File: config.mk
export PLATFORM = sky130hd
export DESIGN_NAME = pofs_output_stage
export DESIGN_NICKNAME = d
export VERILOG_FILES = /design/src/pofs_pkg.sv /design/src/pofs_fault_filter.sv /design/src/pofs_output_stage.sv
export VERILOG_INCLUDE_DIRS = /design/src
export SDC_FILE = /design/constraint.sdc
export NUM_CORES = 1
export LEC_CHECK = 0
export CAP_MARGIN = 40
export CELL_PAD_IN_SITES_DETAIL_PLACEMENT = 0
export CELL_PAD_IN_SITES_GLOBAL_PLACEMENT = 2
export CORE_MARGIN = 2
export CORE_UTILIZATION = 41
export DETAILED_ROUTE_END_ITERATION = 8
export DONT_BUFFER_PORTS = 1
export PLACE_DENSITY_LB_ADDON = 0.1
export SYNTH_ARGS = -nofsm -noshare
export SYNTH_HDL_FRONTEND = slang
export SYNTH_SLANG_ARGS = --single-unit
File: constraint.sdc
create_clock -name clk_i -period 3.16 [get_ports clk_i]
set_input_delay 0.316 -clock clk_i [delete_from_list [all_inputs] [get_ports clk_i]]
set_output_delay 0.316 -clock clk_i [all_outputs]
set_load 0.05 [all_outputs]
File: src/pofs_defs.svh
// Purpose: constants for the pwm output fault stage
// Assumes: included by bare name from the package and the design files
// Notes: channel and fault counts, widths, mode codes, reset values and the filter counter limit
`ifndef POFS_DEFS_SVH
`define POFS_DEFS_SVH

`define POFS_NUM_CHAN      8
`define POFS_NUM_PAIR      4
`define POFS_NUM_FAULT     4
`define POFS_NUM_TRIG      6
`define POFS_CNT_W         16
`define POFS_FAULT_FILTER_VALUE_W       4
`define POFS_FCNT_W        5
`define POFS_FMODE_OFF     2'h0
`define POFS_FMODE_AUTO    2'h3
`define POFS_MASK_RST      8'h00
`define POFS_FCNT_MAX      5'h1f

`endif

File: src/pofs_pkg.sv
// Purpose: shared types of the pwm output fault stage
// Assumes: pofs_defs.svh holds the numeric constants
// Notes: packed structs carry grouped controls
`include "pofs_defs.svh"
package pofs_pkg;

  // per-fault-input configuration
  typedef struct packed {
    logic [`POFS_NUM_FAULT-1:0] input_enable;
    logic [`POFS_NUM_FAULT-1:0] filter_enable;
    logic [`POFS_NUM_FAULT-1:0] polarity;
    logic [`POFS_FAULT_FILTER_VALUE_W-1:0]   filter_value;
    logic [1:0]                 mode;
  } pofs_fault_cfg_t;

  // per-channel output configuration
  typedef struct packed {
    logic [`POFS_NUM_CHAN-1:0] active_level;
    logic [`POFS_NUM_CHAN-1:0] preset_value;
    logic [`POFS_NUM_PAIR-1:0] fault_pair_enable;
    logic [`POFS_NUM_PAIR-1:0] paired_inverse_mode;
    logic [`POFS_NUM_PAIR-1:0] deadtime_enable;
  } pofs_chan_cfg_t;

  // counter events from the timer core
  typedef struct packed {
    logic                   natural_wrap;
    logic                   counter_write;
    logic                   counter_sync;
    logic                   clock_start;
    logic                   capture_reset;
    logic [`POFS_CNT_W-1:0] counter_value;
    logic [`POFS_CNT_W-1:0] counter_initial_value;
  } pofs_cnt_evt_t;

  typedef enum logic [1:0] {
    POFS_RUN,
    POFS_FAULTED,
    POFS_WAIT_CYCLE
  } pofs_fstate_t;

endpackage

File: src/pofs_fault_filter.sv
// Purpose: synchroniser, glitch filter and edge detect for one fault input
// Assumes: fault pin asynchronous to clk_i
// Notes: flag set is handled by the caller from rise_o
`timescale 1ns/1ns
`include "pofs_defs.svh"
module pofs_fault_filter (
  input  wire logic                     clk_i,
  input  wire logic                     rst_b_i,
  input  wire logic                     pin_i,
  input  wire logic                     polarity_i,
  input  wire logic                     bypass_i,
  input  wire logic [`POFS_FAULT_FILTER_VALUE_W-1:0] filter_value_i,
  output logic                          level_o,
  output logic                          rise_o
);
  logic                    sync_a;
  logic                    sync_b;
  logic                    filt;
  logic                    prev;
  logic [`POFS_FCNT_W-1:0] cnt;
  wire                     fault_lvl = sync_b ^ polarity_i;
  wire                     validate  = cnt >= {1'b0, filter_value_i};
  wire                     chosen    = bypass_i ? fault_lvl : filt;

  // two-flop synchroniser, first flop read by the second only
  always_ff @(posedge clk_i or negedge rst_b_i) begin
    if (!rst_b_i) begin
      sync_a <= 1'b0;
      sync_b <= 1'b0;
    end else begin
      sync_a <= pin_i;
      sync_b <= sync_a;
    end
  end

  // counter runs while the level differs from the filtered one, any return clears it
  always_ff @(posedge clk_i or negedge rst_b_i) begin
    if (!rst_b_i) begin
      cnt  <= 5'h00;
      filt <= 1'b0;
    end else if (bypass_i) begin
      cnt  <= 5'h00; // filt tracks so enabling the filter makes no false edge
      filt <= fault_lvl;
    end else if (fault_lvl == filt) begin
      cnt <= 5'h00;
    end else if (validate) begin
      filt <= fault_lvl;
      cnt  <= 5'h00;
    end else if (cnt != `POFS_FCNT_MAX) begin
      cnt <= cnt + 5'h01;
    end
  end

  // edge detector on the chosen path
  always_ff @(posedge clk_i or negedge rst_b_i) begin
    if (!rst_b_i) begin
      prev <= 1'b0;
    end else begin
      prev <= chosen;
    end
  end

  assign level_o = chosen;
  assign rise_o  = chosen & ~prev;
endmodule

File: src/pofs_output_stage.sv
// Purpose: output mask, fault safe state, polarity, preset forcing, triggers
// Assumes: pwm_i is active-high from the upstream combine/deadtime logic
// Notes: all on clk_i; fault pins pass two flops first
// Functional notes
// - mask writes buffered, loaded on sync
// - masked channel driven to inactive level
// - fault_mode zero disables fault control
// - four fault inputs, shared filter value
// - synchronised, 5-bit counter validates stable level
// - short pulses dropped, counter cleared
// - bypassed filter: flag on third edge
// - filtered: flag four plus value edges later
// - rising edge sets flag; any is OR
// - fault forces pair to inactive levels
// - irq while any flag and enable
// - auto recovery: input low plus cycle start
// - manual recovery: flags cleared plus cycle start
// - fault polarity selects active fault level
// - active level zero means active high
// - preset forcing drives preset values
// - complementary pairs: n+1 gets complement
// - channel match triggers for channels 0-5
// - initialization trigger on counter reload
`timescale 1ns/1ns
`include "pofs_defs.svh"
module pofs_output_stage (
  input  wire logic                        clk_i,
  input  wire logic                        rst_b_i,
  input  wire logic [`POFS_NUM_CHAN-1:0]   pwm_i,
  input  wire logic [`POFS_NUM_CHAN-1:0]   mask_wdata_i,
  input  wire logic                        mask_write_i,
  input  wire logic                        pwm_sync_i,
  input  wire logic                        cycle_start_i,
  input  wire logic [`POFS_NUM_FAULT-1:0]  fault_pin_i,
  input  wire pofs_pkg::pofs_fault_cfg_t   fault_cfg_i,
  input  wire pofs_pkg::pofs_chan_cfg_t    chan_cfg_i,
  input  wire logic                        fault_irq_enable_i,
  input  wire logic [`POFS_NUM_FAULT-1:0]  flag_clear_i,
  input  wire logic                        force_preset_i,
  input  wire logic [`POFS_NUM_TRIG-1:0]   chan_trigger_enable_i,
  input  wire logic [`POFS_NUM_TRIG*`POFS_CNT_W-1:0] chan_compare_value_i,
  input  wire logic                        preset_trigger_enable_i,
  input  wire pofs_pkg::pofs_cnt_evt_t     cnt_evt_i,
  output logic [`POFS_NUM_CHAN-1:0]        chan_out_o,
  output logic [`POFS_NUM_CHAN-1:0]        output_mask_reg_o,
  output logic [`POFS_NUM_FAULT-1:0]       fault_input_flag_o,
  output logic                             fault_flag_any_o,
  output logic                             fault_input_level_o,
  output logic                             fault_irq_o,
  output logic [`POFS_NUM_TRIG-1:0]        chan_trig_o,
  output logic                             init_trig_o
);
  import pofs_pkg::*;

  logic [`POFS_NUM_CHAN-1:0]  mask_buf;
  logic [`POFS_NUM_CHAN-1:0]  mask_act;
  logic [`POFS_NUM_FAULT-1:0] flag;
  logic [`POFS_NUM_FAULT-1:0] lvl;
  logic [`POFS_NUM_FAULT-1:0] rise;
  logic [`POFS_NUM_CHAN-1:0]  chan_q;
  logic [`POFS_NUM_TRIG-1:0]  ctrig_q;
  logic                       itrig_q;
  logic                       forcing;
  logic [`POFS_NUM_CHAN-1:0]  preset_q;
  pofs_fstate_t               fstate;
  pofs_fstate_t               next_fstate;

  wire fault_on   = fault_cfg_i.mode != `POFS_FMODE_OFF;
  wire auto_mode  = fault_cfg_i.mode == `POFS_FMODE_AUTO;
  wire any_flag   = |flag;
  wire any_level  = |(lvl & fault_cfg_i.input_enable);
  wire [`POFS_NUM_FAULT-1:0] bypass =
    ~fault_cfg_i.filter_enable | ~fault_cfg_i.input_enable |
    {`POFS_NUM_FAULT{fault_cfg_i.filter_value == 4'h0}};
  wire [`POFS_NUM_FAULT-1:0] set_flag =
    rise & fault_cfg_i.input_enable & {`POFS_NUM_FAULT{fault_on}};

  // one filter per fault input
  genvar g;
  generate
    for (g = 0; g < `POFS_NUM_FAULT; g = g + 1) begin : g_flt
      pofs_fault_filter u_flt (
        .clk_i          (clk_i),
        .rst_b_i        (rst_b_i),
        .pin_i          (fault_pin_i[g]),
        .polarity_i     (fault_cfg_i.polarity[g]),
        .bypass_i       (bypass[g]),
        .filter_value_i (fault_cfg_i.filter_value),
        .level_o        (lvl[g]),
        .rise_o         (rise[g])
      );
    end
  endgenerate

  // sticky flags, a new fault beats a clear in the same cycle
  always_ff @(posedge clk_i or negedge rst_b_i) begin
    if (!rst_b_i) begin
      flag <= 4'h0;
    end else begin
      flag <= (flag & ~flag_clear_i) | set_flag;
    end
  end

  // mask buffer and active copy, active updates only at sync
  always_ff @(posedge clk_i or negedge rst_b_i) begin
    if (!rst_b_i) begin
      mask_buf <= `POFS_MASK_RST;
      mask_act <= `POFS_MASK_RST;
    end else begin
      if (mask_write_i) begin
        mask_buf <= mask_wdata_i;
      end
      if (pwm_sync_i) begin
        mask_act <= mask_buf;
      end
    end
  end

  // fault safe-state sequencer; outputs return at a cycle start, or at once when fault mode is off
  always_comb begin
    next_fstate = fstate;
    case (fstate)
      POFS_RUN: begin
        if (fault_on && |set_flag) begin
          next_fstate = POFS_FAULTED;
        end
      end
      POFS_FAULTED: begin
        if (!fault_on) begin
          next_fstate = POFS_RUN;
        end else if (auto_mode ? !any_level : !any_flag) begin
          next_fstate = POFS_WAIT_CYCLE;
        end
      end
      POFS_WAIT_CYCLE: begin
        if (!fault_on) begin
          next_fstate = POFS_RUN;
        end else if (auto_mode ? any_level : any_flag) begin
          next_fstate = POFS_FAULTED;
        end else if (cycle_start_i) begin
          next_fstate = POFS_RUN;
        end
      end
      default: next_fstate = POFS_RUN;
    endcase
  end

  always_ff @(posedge clk_i or negedge rst_b_i) begin
    if (!rst_b_i) begin
      fstate <= POFS_RUN;
    end else begin
      fstate <= next_fstate;
    end
  end

  wire faulted = fstate != POFS_RUN;

  // forcing is latched on the command and held until the next cycle start
  always_ff @(posedge clk_i or negedge rst_b_i) begin
    if (!rst_b_i) begin
      forcing  <= 1'b0;
      preset_q <= 8'h00;
    end else if (force_preset_i) begin
      forcing  <= 1'b1;
      preset_q <= chan_cfg_i.preset_value;
    end else if (cycle_start_i) begin
      forcing  <= 1'b0;
    end
  end

  // per-pair output composition; priority: preset, fault, mask, polarity
  logic [`POFS_NUM_CHAN-1:0] next_chan;
  generate
    for (g = 0; g < `POFS_NUM_PAIR; g = g + 1) begin : g_pair
      wire cmp  = chan_cfg_i.paired_inverse_mode[g] | chan_cfg_i.deadtime_enable[g];
      wire pn   = preset_q[2*g];
      wire pn1  = cmp ? ~preset_q[2*g] : preset_q[2*g+1];
      wire ffrc = faulted & chan_cfg_i.fault_pair_enable[g];
      wire [1:0] pwm = pwm_i[2*g+1:2*g] & ~mask_act[2*g+1:2*g];
      wire [1:0] pol = chan_cfg_i.active_level[2*g+1:2*g];
      assign next_chan[2*g+1:2*g] = forcing ? {pn1, pn} :
                                    ffrc    ? pol :
                                    pwm ^ pol;
    end
  endgenerate

  always_ff @(posedge clk_i or negedge rst_b_i) begin
    if (!rst_b_i) begin
      chan_q <= 8'h00;
    end else begin
      chan_q <= next_chan;
    end
  end

  // match triggers, one cycle each since a match only counts in a cycle where the counter value moved
  logic [`POFS_NUM_TRIG-1:0] match;
  generate
    for (g = 0; g < `POFS_NUM_TRIG; g = g + 1) begin : g_trig
      assign match[g] = chan_trigger_enable_i[g] &&
        cnt_evt_i.counter_value == chan_compare_value_i[g*`POFS_CNT_W +: `POFS_CNT_W];
    end
  endgenerate

  logic [`POFS_CNT_W-1:0] last_cnt;
  wire cnt_moved = last_cnt != cnt_evt_i.counter_value;
  // a clock start reloads only when the counter already sits at its initial value
  wire start_eq = cnt_evt_i.clock_start &&
                  cnt_evt_i.counter_value == cnt_evt_i.counter_initial_value;
  wire reload = cnt_evt_i.natural_wrap | cnt_evt_i.counter_write | cnt_evt_i.counter_sync |
                start_eq | cnt_evt_i.capture_reset;

  always_ff @(posedge clk_i or negedge rst_b_i) begin
    if (!rst_b_i) begin
      ctrig_q  <= 6'h00;
      itrig_q  <= 1'b0;
      last_cnt <= 16'h0000;
    end else begin
      last_cnt <= cnt_evt_i.counter_value;
      ctrig_q  <= match & {`POFS_NUM_TRIG{cnt_moved}};
      itrig_q  <= preset_trigger_enable_i & reload;
    end
  end

  assign chan_out_o          = chan_q;
  assign output_mask_reg_o   = mask_act;
  assign fault_input_flag_o  = flag;
  assign fault_flag_any_o    = any_flag;
  assign fault_input_level_o = any_level;
  assign fault_irq_o         = any_flag & fault_irq_enable_i;
  assign chan_trig_o         = ctrig_q;
  assign init_trig_o         = itrig_q;
endmodule

==> parameters.txt <==
Parameter                              Value

Synth
  Most area-consuming cells after synthesis ... sky130_fd_sc_hd__dfrtp_1 42%, sky130_fd_sc_hd__xor2_1 17%, sky130_fd_sc_hd__xnor2_1 6.3%
  Number of register bits inferred by synthesis ... just under 100
  Share of the synthesized area in the top cell type ... 0.4211
  Syn_nets ... around 800
  Cell area after technology mapping ... 5823 um2
  Synthesized instance count ... around 540
  Mapped Avg Cell Area ... ~11 um2
  Cell taking the most area after synthesis ... sky130_fd_sc_hd__dfrtp_1
  Share of synthesized area occupied by flip-flops and latches ... 0.4211
  Ys Warns ... 0
  Number of distinct standard cells referenced by the synthesized netlist ... 37

Timing
  Fin. max-slew vios ... 0
  Endpoints failing hold ... 0
  Period utilisation layout ... 0.8777
  Maximum clock rate ... between 0.3 and 0.4 GHz
  Slew HR ... 0.4929
  Final count of negative-setup-slack endpoints ... 0
  RSZ-0062 raised after global routing ... no
  Setup Skew ... 7.953 ps
  Smallest setup slack after layout ... 386.6 ps
  Final TNS setup ... 0 ps
  Min cycle time layout ... between 2000 and 3000 ps
  Transition time at the pin with the least slew margin ... around 760 ps

Die
  Die boundary width ... 123.2 um
  Initial Util ... 0.4195
  Core area ... between 10000 and 15000 um2
  FP Rows ... between 40 and 50
  Ports ... 247
  DIE HEIGHT ... 123.2 um
  Die Area ... between 15000 and 20000 um2

CTS
  Number of instances resized during post-cts repair ... 0
  Post-CTS setup buffer count ... 0
  CTS Buf Count ... 9
  Register clock-pin slew on the reported worst setup and hold paths ... 70 ps
  H-tree levels ... 3
  Root buf cell ... sky130_fd_sc_hd__clkbuf_16
  CTS tree ... done
  Sink Count ... just under 100
  Clk_lat worst skew ... between 300 and 400 ps
  Hold bufs inserted after CTS ... 22
  Clock tree buffer depth ... 2

Route
  Vias ... 4055
  Wire length after detailed routing ... 15.68 mm
  Vias per Instance ... roughly 5.5
  Length of the first detailed-routing pass in iterations ... 4
  Post-detailed-route DRC marker count ... 0
  DRT antenna net count ... 0
  Final routed wire length divided by cell count ... between 20 and 25 um
  First DRT Iteration DRCs ... approximately 160

Worst setup path
  FF-to-FF End ... fstate[1]
  Critical path fanouts, max ... 4
  Reg-to-Reg Start ... g_flt[1].u_flt.sync_b
  Critical path capture point type ... output port
  Crit path launch type ... register
  CP Data Arrival Time ... 2460 ps
  Worst setup path class ... register to output port
  Required time at the endpoint of the critical path ... between 2000 and 3000 ps
  Register-to-Register Path Depth ... 5
  Reg-to-reg slack, setup ... between 700 and 800 ps

Worst hold path
  End point of the worst hold path ... fstate[1]
  Hold Path Origin ... fault_cfg_i[1]
  Cells on Worst Hold Path ... 1
  Worst hold-check path type ... input pin to register

Cells and area
  Area growth from synthesis to layout ... 12.10%
  ANT cells ... 0
  Layout cells sized above 1 ... 0.09447
  Most frequent cells in the layout ... 115 x sky130_fd_sc_hd__xor2_1, 98 x sky130_fd_sc_hd__dfrtp_1, 42 x sky130_fd_sc_hd__xnor2_1
  Fin nets ... between 700 and 800
  Most common cell after layout, fill and taps aside ... sky130_fd_sc_hd__xor2_1
  Fillcell total ... approximately 1300

Place
  I/O Buffers ... 0
  Half-perimeter wire length after placement ... 11.95 mm
  Final GP Congestion ... 0.8155
  Placement-stage worst setup slack ... between 500 and 600 ps

GRT
  Initial antenna violation count ... 1
  Global route overflow ... 0
  First-pass GRT wire length ... about 24 mm
  Overall Global Routing Usage ... 0.2100
  Via count of the first global-routing pass ... approximately 4300
  Pin count of the biggest net entering global routing ... 99

Power
  Power per Cell Area ... between 400 and 500 nW/um2
  Maximum vdd drop ... 414.7 uV
  Leakage dissipation ... ~2.8 nW

Job
  Max-capacitance violation count ... 0

Run status
  Status ... complete, no violations
==> routing by layer <==
metal	global-route usage	routed length, um	up-vias
li1	-	-	1916
met1	0.2780	6793	1975
met2	0.3355	7684	149
met3	0.07103	1038	15
met4	0.04332	167	0
met5	0	0	-
==> through the flow <==
stage          hold slack, ps    util  area (um2)  std cells  total power [mW]
3_3_place_gp            23.13  0.4306        5977        703             2.080
2_1_floorplan           20.41       -        5823        543             2.016
4_1_cts                 33.33  0.4703        6528        741             3.293
6_report                54.93  0.4703        6528        741             3.245
5_1_grt                 32.75  0.4703        6528        741             3.425
3_5_place_dp            23.24  0.4306        5977        703             2.091
==> cell usage after synthesis <==
| library cell | n |
|---|---|
| sky130_fd_sc_hd__mux2_4 | 1 |
| sky130_fd_sc_hd__a21boi_0 | 1 |
| sky130_fd_sc_hd__buf_1 | 1 |
| sky130_fd_sc_hd__xnor2_1 | 42 |
| sky130_fd_sc_hd__mux2_2 | 32 |
| sky130_fd_sc_hd__o41a_1 | 4 |
| sky130_fd_sc_hd__nand3b_1 | 8 |
| sky130_fd_sc_hd__nand2b_1 | 8 |
| sky130_fd_sc_hd__clkbuf_1 | 20 |
| sky130_fd_sc_hd__ha_1 | 24 |
| sky130_fd_sc_hd__nand2_1 | 15 |
| sky130_fd_sc_hd__o221ai_2 | 1 |
| sky130_fd_sc_hd__nor4_1 | 23 |
| sky130_fd_sc_hd__nor2b_1 | 4 |
| sky130_fd_sc_hd__o41ai_1 | 2 |
| sky130_fd_sc_hd__nor3_1 | 20 |
| sky130_fd_sc_hd__o31ai_1 | 1 |
| sky130_fd_sc_hd__and2_1 | 1 |
| sky130_fd_sc_hd__a21oi_1 | 8 |
| sky130_fd_sc_hd__a41oi_1 | 1 |
| sky130_fd_sc_hd__a211oi_2 | 1 |
| sky130_fd_sc_hd__nand4_1 | 14 |
| sky130_fd_sc_hd__o221ai_1 | 3 |
| sky130_fd_sc_hd__and3_1 | 4 |
| sky130_fd_sc_hd__inv_1 | 18 |
| sky130_fd_sc_hd__xor2_1 | 115 |
| sky130_fd_sc_hd__nand4b_1 | 4 |
| sky130_fd_sc_hd__dfrtp_1 | 98 |
| sky130_fd_sc_hd__a21o_1 | 8 |
| sky130_fd_sc_hd__nand3_1 | 4 |
| sky130_fd_sc_hd__mux2i_1 | 4 |
| sky130_fd_sc_hd__nor3b_1 | 5 |
| sky130_fd_sc_hd__o311ai_0 | 4 |
| sky130_fd_sc_hd__o21ai_0 | 21 |
| sky130_fd_sc_hd__o32ai_1 | 1 |
| sky130_fd_sc_hd__nor2_1 | 18 |
| sky130_fd_sc_hd__o211ai_1 | 4 |
==> state kept, by name, summed over array words and instances (netlist names) <==
signal / cells
g_flt.u_flt.filt: 4
mask_buf: 8
g_flt.u_flt.sync_b: 4
g_flt.u_flt.sync_a: 4
chan_out_o: 8
output_mask_reg_o: 8
forcing: 1
fstate: 2
last_cnt: 16
preset_q: 8
g_flt.u_flt.cnt: 20
chan_trig_o: 6
fault_input_flag_o: 4
g_flt.u_flt.prev: 4
init_trig_o: 1
==> power by group <==
| group | switching, mW | total, mW | internal, mW |
|---|---|---|---|
| Clock | 0.485 | 1.13 | 0.645 |
| Combinational | 0.253 | 0.513 | 0.260 |
| Sequential | 0.246 | 1.60 | 1.36 |
| Total | 0.984 | 3.25 | 2.26 |
==> worst max-delay path by stage <==
| stage | startpoint | end | slack [ps] | depth (start not counted) |
|---|---|---|---|---|
| after floorplan | fault_cfg_i[3] | fstate[1] | 850 | 5 |
| after global placement | fault_cfg_i[3] | fstate[1] | 590 | 5 |
| after detailed placement | fault_cfg_i[3] | fstate[1] | 570 | 5 |
| after CTS | fault_input_flag_o[0] | fault_irq_o | 380 | 3 |
| after global routing | fault_input_flag_o[0] | fault_irq_o | 230 | 3 |
| final | fault_input_flag_o[0] | fault_irq_o | 390 | 3 |
==> area by class of cell <==
| type | count | area (um2) | area share |
|---|---|---|---|
| tap | 180 | 225.2 | 0.03450 |
| inverter | 18 | 67.56 | 0.01035 |
| multi-input combinational | 406 | 3224 | 0.4940 |
| clock inverter | 6 | 73.82 | 0.01131 |
| sequential | 98 | 2452 | 0.3757 |
| timing repair buffer | 23 | 245.2 | 0.03757 |
| clock buffer | 10 | 239.0 | 0.03661 |
==> critical path: stages, from the launching register on <==
cell	delay [ps]
sky130_fd_sc_hd__dfrtp_1	580
sky130_fd_sc_hd__nor4_1	620
sky130_fd_sc_hd__inv_1	440
sky130_fd_sc_hd__and2_1	470
==> cell families (layout without fill, tap and decap cells) <==
group                      after synthesis  count (layout)  share of synthesized area
buffers and inverters                   39              57                    0.02514
muxes                                   37              37                    0.07134
xor gates and xnor gates               157             157                     0.2361
AOI/OAI and AO/OA                       60              60                    0.07198
DFF                                     98              98                     0.4211
and+or+nand+nor                        128             128                     0.1227
adders and majority gates               24              24                    0.05157
Note: power is estimated with default switching activity, not from simulation.
